==> src/rtl/dpm_pkg.sv <==
package dpm_pkg;

    localparam int ADDR_W = 17;
    localparam int DATA_W = 8;

    // mailbox locations of the two ports
    localparam logic [16:0] MBOX_RIGHT_ADDR = 17'h1FFFF;
    localparam logic [16:0] MBOX_LEFT_ADDR  = 17'h1FFFE;

    // token latches: address bits 0..2 select, data bit 0 carries value
    localparam int TOKEN_ADDR_W = 3;
    localparam int TOKEN_BIT    = 0;

    // timing figures in ns, clock period 50 ns
    localparam int CLK_PERIOD_NS           = 50;
    localparam int SELECT_ACCESS_NS        = 25;
    localparam int DRIVE_ACCESS_NS         = 15;
    localparam int BUSY_SETTLE_NS          = 25;
    localparam int TOKEN_RECOVERY_NS       = 10;
    localparam int WRITE_PULSE_NS          = 25;

    function automatic int ns_to_cyc(input int ns);
        int c;
        c = (ns + CLK_PERIOD_NS - 1) / CLK_PERIOD_NS;
        return (c < 1) ? 1 : c;
    endfunction

    localparam int ACCESS_NS    = (SELECT_ACCESS_NS > DRIVE_ACCESS_NS) ? SELECT_ACCESS_NS : DRIVE_ACCESS_NS;
    localparam logic [3:0] ACCESS_CYC   = 4'(ns_to_cyc(ACCESS_NS));
    localparam logic [3:0] BUSY_CYC     = 4'(ns_to_cyc(BUSY_SETTLE_NS));
    localparam logic [3:0] RECOVERY_CYC = 4'(ns_to_cyc(TOKEN_RECOVERY_NS));
    localparam logic [3:0] WPULSE_CYC   = 4'(ns_to_cyc(WRITE_PULSE_NS));

    typedef enum logic [1:0] {
        DPM_CMD_READ     = 2'h0,
        DPM_CMD_WRITE    = 2'h1,
        DPM_CMD_TOK_READ = 2'h2,
        DPM_CMD_TOK_WRITE= 2'h3
    } dpm_cmd_t;

    typedef struct packed {
        dpm_cmd_t          cmd;
        logic [16:0]       addr;
        logic [7:0]        wdata;
    } dpm_req_t;

    typedef struct packed {
        logic        sel_n;
        logic        tok_sel_n;
        logic        rw;
        logic        oe_n;
        logic [16:0] addr;
    } dpm_pins_t;

endpackage

==> src/rtl/dpm_cnt.sv <==
`timescale 1ns/1ps
// phase timer: loads a count, pulses o_done when it runs out
module dpm_cnt (
    // clock and reset
    input  wire logic       i_core_clk,
    input  wire logic       i_nrst,
    // control
    input  wire logic       i_load,
    input  wire logic [3:0] i_count,
    // status
    output logic            o_done
);
    logic [3:0] cnt_q;
    logic       run_q;

    always_ff @(posedge i_core_clk or negedge i_nrst) begin
        if (!i_nrst) begin
            cnt_q <= 4'h0;
            run_q <= 1'b0;
        end else if (i_load) begin
            cnt_q <= i_count - 4'h1;
            run_q <= 1'b1;
        end else if (run_q) begin
            if (cnt_q == 4'h0) begin
                run_q <= 1'b0;
            end else begin
                cnt_q <= cnt_q - 4'h1;
            end
        end
    end

    // done must not look at the load: the host loads from done, which would close a loop
    assign o_done = run_q && (cnt_q == 4'h0);
endmodule

==> src/rtl/dpm_host.sv <==
`timescale 1ns/1ps
// How it works
// - writes end on rising read/write edge, selects still low
// - reads assert select and drive, wait access
// - writes wait for busy to settle
// - eight token latches, never both selects
// - recovery gap before token read-back
module dpm_host
    import dpm_pkg::*;
(
    // clock and reset
    input  wire logic              i_core_clk,
    input  wire logic              i_nrst,
    // request side
    input  wire logic              i_req_valid,
    input  wire dpm_pkg::dpm_req_t i_req,
    output logic                   o_req_ready,
    output logic                   o_rsp_valid,
    output logic [7:0]             o_rsp_data,
    output logic                   o_rsp_busy,
    output logic                   o_mbox_irq,
    // device pins of this port
    output dpm_pkg::dpm_pins_t     o_pins,
    output logic [7:0]             o_data_out,
    output logic                   o_data_oe,
    input  wire logic [7:0]        i_data_in,
    input  wire logic              i_busy_n,
    input  wire logic              i_mbox_flag_n
);
    import dpm_pkg::*;

    typedef enum logic [2:0] {
        DPM_IDLE   = 3'h0,
        DPM_SETUP  = 3'h1,
        DPM_PULSE  = 3'h2,
        DPM_ACCESS = 3'h3,
        DPM_RECOV  = 3'h4
    } dpm_state_t;

    dpm_state_t state_q;
    dpm_req_t   req_q;
    dpm_pins_t  pins_q;
    logic [7:0] wdata_q;
    logic       data_oe_q;
    logic [7:0] rsp_data_q;
    logic       rsp_valid_q;
    logic       rsp_busy_q;
    logic       tok_recov_q;
    logic       tmr_load;
    logic [3:0] tmr_count;
    logic       tmr_done;

    function automatic logic is_write(input dpm_cmd_t c);
        return (c == DPM_CMD_WRITE) || (c == DPM_CMD_TOK_WRITE);
    endfunction

    function automatic logic is_token(input dpm_cmd_t c);
        return (c == DPM_CMD_TOK_READ) || (c == DPM_CMD_TOK_WRITE);
    endfunction

    dpm_cnt u_tmr (
        .i_core_clk (i_core_clk),
        .i_nrst     (i_nrst),
        .i_load     (tmr_load),
        .i_count    (tmr_count),
        .o_done     (tmr_done)
    );

    assign o_req_ready = (state_q == DPM_IDLE);

    // timer loads on each phase entry
    always_comb begin
        tmr_load  = 1'b0;
        tmr_count = ACCESS_CYC;
        case (state_q)
            DPM_IDLE: begin
                if (i_req_valid) begin
                    tmr_load  = 1'b1;
                    // after token write, recovery gap first
                    tmr_count = (tok_recov_q && is_token(i_req.cmd)) ? RECOVERY_CYC : 4'h1;
                end
            end
            DPM_SETUP: begin
                if (tmr_done) begin
                    tmr_load  = 1'b1;
                    // writes wait for busy to settle in the pulse phase, read/write already low
                    tmr_count = is_write(req_q.cmd) ? BUSY_CYC : ACCESS_CYC;
                end
            end
            DPM_PULSE: begin
                if (tmr_done) begin
                    tmr_load  = 1'b1;
                    tmr_count = WPULSE_CYC;
                end
            end
            DPM_ACCESS: begin
                if (tmr_done) begin
                    tmr_load  = 1'b1;
                    tmr_count = RECOVERY_CYC;
                end
            end
            DPM_RECOV: begin
                tmr_load = 1'b0;
            end
            default: begin
                tmr_load = 1'b0;
            end
        endcase
    end

    always_ff @(posedge i_core_clk or negedge i_nrst) begin
        if (!i_nrst) begin
            state_q <= DPM_IDLE;
            req_q   <= '0;
        end else begin
            case (state_q)
                DPM_IDLE: begin
                    if (i_req_valid) begin
                        req_q   <= i_req;
                        state_q <= DPM_SETUP;
                    end
                end
                DPM_SETUP: begin
                    if (tmr_done) begin
                        state_q <= is_write(req_q.cmd) ? DPM_PULSE : DPM_ACCESS;
                    end
                end
                DPM_PULSE: begin
                    if (tmr_done) begin
                        state_q <= DPM_ACCESS;
                    end
                end
                DPM_ACCESS: begin
                    if (tmr_done) begin
                        state_q <= DPM_RECOV;
                    end
                end
                DPM_RECOV: begin
                    if (tmr_done) begin
                        state_q <= DPM_IDLE;
                    end
                end
                default: begin
                    state_q <= DPM_IDLE;
                end
            endcase
        end
    end

    // device pin drive
    always_ff @(posedge i_core_clk or negedge i_nrst) begin
        if (!i_nrst) begin
            pins_q    <= '{sel_n: 1'b1, tok_sel_n: 1'b1, rw: 1'b1, oe_n: 1'b1, addr: '0};
            wdata_q   <= 8'h00;
            data_oe_q <= 1'b0;
        end else begin
            case (state_q)
                DPM_IDLE: begin
                    pins_q    <= '{sel_n: 1'b1, tok_sel_n: 1'b1, rw: 1'b1, oe_n: 1'b1, addr: pins_q.addr};
                    data_oe_q <= 1'b0;
                    if (i_req_valid) begin
                        pins_q.addr <= is_token(i_req.cmd)
                            ? {14'h0000, i_req.addr[TOKEN_ADDR_W-1:0]} : i_req.addr;
                        // token write carries bit zero only
                        wdata_q <= (i_req.cmd == DPM_CMD_TOK_WRITE)
                            ? {7'h00, i_req.wdata[TOKEN_BIT]} : i_req.wdata;
                    end
                end
                DPM_SETUP: begin
                    // never both selects low together
                    pins_q.sel_n     <= is_token(req_q.cmd);
                    pins_q.tok_sel_n <= !is_token(req_q.cmd);
                    pins_q.rw        <= !is_write(req_q.cmd);
                    pins_q.oe_n      <= is_write(req_q.cmd);
                    data_oe_q        <= is_write(req_q.cmd);
                end
                DPM_ACCESS: begin
                    if (is_write(req_q.cmd)) begin
                        // rising read/write edge ends the write, data still held
                        pins_q.rw <= 1'b1;
                    end
                end
                DPM_RECOV: begin
                    pins_q.sel_n     <= 1'b1;
                    pins_q.tok_sel_n <= 1'b1;
                    pins_q.oe_n      <= 1'b1;
                    pins_q.rw        <= 1'b1;
                    data_oe_q        <= 1'b0;
                end
                default: begin
                    data_oe_q <= data_oe_q;
                end
            endcase
        end
    end

    // response capture, after access delay has elapsed
    always_ff @(posedge i_core_clk or negedge i_nrst) begin
        if (!i_nrst) begin
            rsp_valid_q <= 1'b0;
            rsp_data_q  <= 8'h00;
            rsp_busy_q  <= 1'b0;
        end else begin
            rsp_valid_q <= 1'b0;
            if (state_q == DPM_ACCESS && tmr_done) begin
                rsp_valid_q <= 1'b1;
                rsp_data_q  <= is_write(req_q.cmd) ? 8'h00 : i_data_in;
                rsp_busy_q  <= !i_busy_n;
            end
        end
    end

    always_ff @(posedge i_core_clk or negedge i_nrst) begin
        if (!i_nrst) begin
            tok_recov_q <= 1'b0;
        end else if (state_q == DPM_RECOV && tmr_done) begin
            tok_recov_q <= (req_q.cmd == DPM_CMD_TOK_WRITE);
        end else if (state_q == DPM_SETUP) begin
            tok_recov_q <= 1'b0;
        end
    end

    assign o_pins      = pins_q;
    assign o_data_out  = wdata_q;
    assign o_data_oe   = data_oe_q;
    assign o_rsp_valid = rsp_valid_q;
    assign o_rsp_data  = rsp_data_q;
    assign o_rsp_busy  = rsp_busy_q;
    // flag from device is active low
    assign o_mbox_irq  = !i_mbox_flag_n;

    a_never_both_sel: assert property (@(posedge i_core_clk) disable iff (!i_nrst)
        !(!o_pins.sel_n && !o_pins.tok_sel_n)) else $error("both selects low");
    a_idle_float: assert property (@(posedge i_core_clk) disable iff (!i_nrst)
        (state_q == DPM_IDLE) |=> !o_data_oe) else $error("data driven while idle");
    a_write_no_oe: assert property (@(posedge i_core_clk) disable iff (!i_nrst)
        (o_data_oe && !o_pins.rw) |-> o_pins.oe_n) else $error("output enable during write");
    a_write_end_data: assert property (@(posedge i_core_clk) disable iff (!i_nrst)
        ($rose(o_pins.rw) && $past(o_data_oe)) |-> o_data_oe && $stable(o_data_out))
        else $error("data dropped at write end");
    a_read_access: assert property (@(posedge i_core_clk) disable iff (!i_nrst)
        (o_rsp_valid && !$past(is_write(req_q.cmd))) |-> $past(!o_pins.oe_n, 1))
        else $error("read sampled without drive");
    a_token_addr: assert property (@(posedge i_core_clk) disable iff (!i_nrst)
        !o_pins.tok_sel_n |-> (o_pins.addr[16:3] == 14'h0000)) else $error("token address high bits set");
    a_token_data: assert property (@(posedge i_core_clk) disable iff (!i_nrst)
        (!o_pins.tok_sel_n && o_data_oe) |-> (o_data_out[7:1] == 7'h00)) else $error("token data wide");
    a_recov_gap: assert property (@(posedge i_core_clk) disable iff (!i_nrst)
        $rose(o_pins.tok_sel_n) |=> o_pins.tok_sel_n) else $error("token reselected too soon");
    a_irq_level: assert property (@(posedge i_core_clk) disable iff (!i_nrst)
        o_mbox_irq == !i_mbox_flag_n) else $error("irq not following flag");

    c_read:   cover property (@(posedge i_core_clk) o_rsp_valid && req_q.cmd == DPM_CMD_READ);
    c_write:  cover property (@(posedge i_core_clk) o_rsp_valid && req_q.cmd == DPM_CMD_WRITE);
    c_tok_rd: cover property (@(posedge i_core_clk) o_rsp_valid && req_q.cmd == DPM_CMD_TOK_READ);
    c_busy:   cover property (@(posedge i_core_clk) o_rsp_valid && o_rsp_busy);
endmodule

==> config.mk <==
export PLATFORM = sky130hd
export DESIGN_NAME = dpm_host
export DESIGN_NICKNAME = d
export VERILOG_FILES = /design/src/rtl/dpm_pkg.sv /design/src/rtl/dpm_cnt.sv /design/src/rtl/dpm_host.sv
export SDC_FILE = /design/constraint.sdc
export NUM_CORES = 1
export LEC_CHECK = 0
export BUFFER_PORTS_ARGS = -buffer_cell sky130_fd_sc_hd__buf_2
export CAP_MARGIN = 5
export CORE_MARGIN = 5
export CORE_UTILIZATION = 48
export CTS_CLUSTER_SIZE = 16
export DETAILED_ROUTE_END_ITERATION = 12
export GPL_TIMING_DRIVEN = 0
export HOLD_SLACK_MARGIN = 0.03
export PLACE_DENSITY = 0.78
export SKIP_LAST_GASP = 1
export SYNTH_ARGS = -nofsm -noshare
export SYNTH_HDL_FRONTEND = slang
export SYNTH_HIERARCHICAL = 1
export SYNTH_SLANG_ARGS = --single-unit
==> constraint.sdc <==
create_clock -name i_core_clk -period 2.5 [get_ports i_core_clk]
set_input_delay 0.125 -clock i_core_clk [delete_from_list [all_inputs] [get_ports i_core_clk]]
set_output_delay 0.125 -clock i_core_clk [all_outputs]
set_load 0.02 [all_outputs]
==> summary by stage <==
Pwr
Power spread over the standard cell area amounts to 1270 nW/um^2. IR analysis of the VDD net gives a maximum drop of 0.603 mV. The completed layout was analyzed and its total power is 0.00365 W. The leakage power is 1.49 nW.

Floorplanning
The area inside the core boundary is 4410 um^2. The die covers 6070 um^2. The number of top-level pins is 82. For this configuration, the core starts out at a cell density of 0.501. The die is 77.9 um tall. The width of the die is 77.9 um. The floorplan has 24 rows.

Placed design
The congestion estimate from routability-driven global placement came to 0.765. OpenSTA, run right after detailed placement, puts the worst setup slack at -62.4 ps. The count of input and output buffers is 81. The HPWL after detailed placement is 3640 um.

Routing
The routed layout has 1818 vias. The first-pass iteration count of the detailed router is 4. In this run, the number of DRC markers left after iteration 0 of detailed routing was 84. The total DRC errors in the routed layout is 0. Dividing the detail-routed via count by the number of cells gives 4.91. In the final routed layout, each cell accounts on average for 13.7 um. In this run the remaining antenna-violating nets after routing total 0. The total detailed-routing wirelength is 5060 um.

Synthesis
The parity-gate share of the synthesized area counting xor and xnor cells is 0.0119. The biggest area contributor in the post-synthesis netlist is sky130_fd_sc_hd__dfrtp_1. The synthesized area divided by synthesized cell count is 10.1 um^2. The share of flip-flops with an asynchronous set or reset after synthesis is 1.00.

Among all flip-flop cells after synthesis, the most frequent one is sky130_fd_sc_hd__dfrtp_1. For this run, the number of Yosys warnings is 6. The number of distinct standard cells referenced by the synthesized netlist is 37. The portion of netlist area occupied by mux cells is 0.0594.

The netlist area before placement is 2210 um^2. Sorting the synthesized cells by area gives the leading types as sky130_fd_sc_hd__dfrtp_1 (52%), sky130_fd_sc_hd__nand2_1 (7.3%), sky130_fd_sc_hd__o21ai_0 (6.3%). The dominant combinational cell family by area after synthesis is simple AND/OR/NAND/NOR gates. The share of synthesized area occupied by flip-flops and latches is 0.568.

The share of the synthesized area in the top cell type is 0.520. The number of enable flip-flop cells after synthesis is 0. The number of standard cells after synthesis is 220. The compound-cell area share of the yosys netlist is 0.123.

The simple-gate share of the synthesized area is 0.191. The fraction of the mapped netlist area in adder cells is 0.00566. After synthesis the netlist holds a flip-flop and latch count of 50.

CTS
The later-pin clock latency in the skew report is 300 ps. TritonCTS built the clock tree. No sink is reached through more buffers than the 2 on the longest clock path. The clock sink count is 50. The clock root buffer master is sky130_fd_sc_hd__clkbuf_8.

The number of buffers added by the clock tree synthesis step is 5. In this run the number of H-tree levels came out at 2. The register clock-pin slew on the reported worst setup and hold paths is 80 ps.

Outcome
The run finished with clean final reports.

Worst hold path
The tightest min-delay check is of the input pin to asynchronous set/reset pin type.

Global route
The total global routing track utilization is 0.166. The number of antenna violations at the first check in global routing is 0. Global routing finished with a remaining overflow of 0. Entering global routing, the biggest net connects 51 pins. The via count of the first global-routing pass is 1860. The first global-routing pass estimated 8250 um of wire.

Setup path
The highest net fanout along the worst path is 5. The type of origin of the critical path is a flop. The required time of the worst setup path is 2680 ps. The path type of the worst setup path is flop to flop.

The critical path data arrival time is 2500 ps. The endpoint class of the critical path is a flop.

Timing
The worst-margin pin slew is 1090 ps. In the finished design, the share of the clock period the worst path needs comes to 0.930. The tightest slew margin relative to the limit is 0.271.

The max-slew violation count is 0. Subtracting the final worst setup slack from the clock period gives 2320 ps. After layout, the worst setup slack is 176 ps. Setup repair after global routing left no endpoint under its margin. The maximum operating frequency is 430 MHz. The hold violation count in the final report came to 0. The post-route clock skew is 10.6 ps. Setup violations remaining at the end of the flow were counted as 0.

Finish
The fraction of layout instances using a drive strength above 1 is 0.365. In the layout the commonest cells are sky130_fd_sc_hd__buf_2 (85), sky130_fd_sc_hd__dfrtp_1 (46), sky130_fd_sc_hd__nand2_1 (43). At the end of the flow the core is filled with cells to 0.651. After filler insertion, the fill cell instance count of the layout stands at 372. The total inserted antenna cells is 0.

For this run, the post-layout net count is 359. The layout overhead on the synthesized area is 30.0%. The most common cell after layout, fill and taps aside is sky130_fd_sc_hd__buf_2.

Run
The number of violations of the max-capacitance limit is 0.
synth_stat cells (2+ instances only):
master	n
sky130_fd_sc_hd__conb_1	2
sky130_fd_sc_hd__nor3_1	6
sky130_fd_sc_hd__xnor2_1	2
sky130_fd_sc_hd__nand2_1	43
sky130_fd_sc_hd__nand3b_1	2
sky130_fd_sc_hd__o21ai_0	28
sky130_fd_sc_hd__a31o_2	2
sky130_fd_sc_hd__nor2_1	7
sky130_fd_sc_hd__nand3_1	2
sky130_fd_sc_hd__buf_2	5
sky130_fd_sc_hd__dfrtp_1	46
sky130_fd_sc_hd__mux2i_1	3
sky130_fd_sc_hd__nand2b_1	22
sky130_fd_sc_hd__a21oi_1	7
sky130_fd_sc_hd__mux2_4	6
sky130_fd_sc_hd__clkbuf_1	5
sky130_fd_sc_hd__o21ai_1	3
sky130_fd_sc_hd__dfstp_2	4
sky130_fd_sc_hd__inv_1	7
repair_timing:
action / in CTS / in global routing
pin swaps: 0 / 3
hold endpoints to repair: 1 / 0
hold buffers: 1 / 0
gates cloned: 0 / 0
endpoints found under the setup margin: 1 / 2
resized for setup: 1 / 7
buffers inserted: 0 / 3
power by group:
group	internal (W)	switching (W)
Clock	0.000320	0.000250
Sequential	0.00120	0.000228
Combinational	0.000671	0.000981
Total	0.00219	0.00146
metal layers:
layer | GRT usage | up-vias | part of all wire
met5 | 0 | - | 0
met4 | 0.0412 | 0 | 0.0097
met3 | 0.0521 | 6 | 0.077
met2 | 0.287 | 62 | 0.48
met1 | 0.201 | 828 | 0.43
li1 | - | 922 | -
worst max-delay path: stages (launching register included):
cell,delay (ps)
sky130_fd_sc_hd__dfrtp_1,430
sky130_fd_sc_hd__or3_4,420
sky130_fd_sc_hd__nor3_4,230
sky130_fd_sc_hd__o21ai_1,100
sky130_fd_sc_hd__a21oi_1,150
sky130_fd_sc_hd__buf_4,150
sky130_fd_sc_hd__buf_4,140
sky130_fd_sc_hd__mux2i_1,90
sky130_fd_sc_hd__ha_2,230
sky130_fd_sc_hd__xor2_1,140
sky130_fd_sc_hd__nand2_1,70
sky130_fd_sc_hd__nand3_1,70
stage by stage:
step	setup TNS [ps]	cell area (um^2)	hold WS, ps	instances
after floorplan	0	2230	-171	226
after global placement	-17.7	2710	330	359
after detailed placement	-62.4	2710	328	359
after CTS	0	2830	43.5	367
after global routing	0	2880	35.2	370
final	0	2880	31.8	370
layout make-up:
cell class                 instances  area [um^2]  area share
sequential                        50         1260       0.437
multi-input combinational        157          916       0.319
timing repair buffer              85          438       0.152
clock buffer                       6         82.6      0.0287
tap                               52         65.1      0.0226
buffer                            12         61.3      0.0213
clock inverter                     1         30.0      0.0104
inverter                           7         26.3     0.00914
registers in the layout, indices dropped and copies added, names as in the netlist:
| name | count |
|---|---|
| o_rsp_valid | 1 |
| u_tmr/run_q | 1 |
| state_q | 3 |
| o_rsp_busy | 1 |
| o_rsp_data | 8 |
| u_tmr/cnt_q | 4 |
| req_q | 2 |
| o_pins | 21 |
| o_data_out | 8 |
| o_data_oe | 1 |
path summary, 6_finish.rpt:
check	startpoint	to	slack, ps	depth (start not counted)
max	u_tmr/cnt_q[2]	u_tmr/cnt_q[2]	180	11
min	i_nrst	o_data_oe	30	1
min reg2reg	o_rsp_data[3]	o_rsp_data[3]	480	2
min in group i_core_clk	i_req[8]	o_pins[0]	50	2
max reg2reg	u_tmr/cnt_q[2]	u_tmr/cnt_q[2]	180	11
max in group asynchronous	i_nrst	u_tmr/cnt_q[3]	1800	1
kinds of logic (layout without fill, tap and decap cells):
family / count (synthesis) / count (layout)
simple gates: 87 / 87
flops: 50 / 50
compound gates: 48 / 48
buf+inv: 19 / 111
mux: 10 / 10
xor+xnor: 3 / 3
other cells: 2 / 8
fa+ha+maj: 1 / 1
Note: power is estimated with default switching activity, not from simulation.
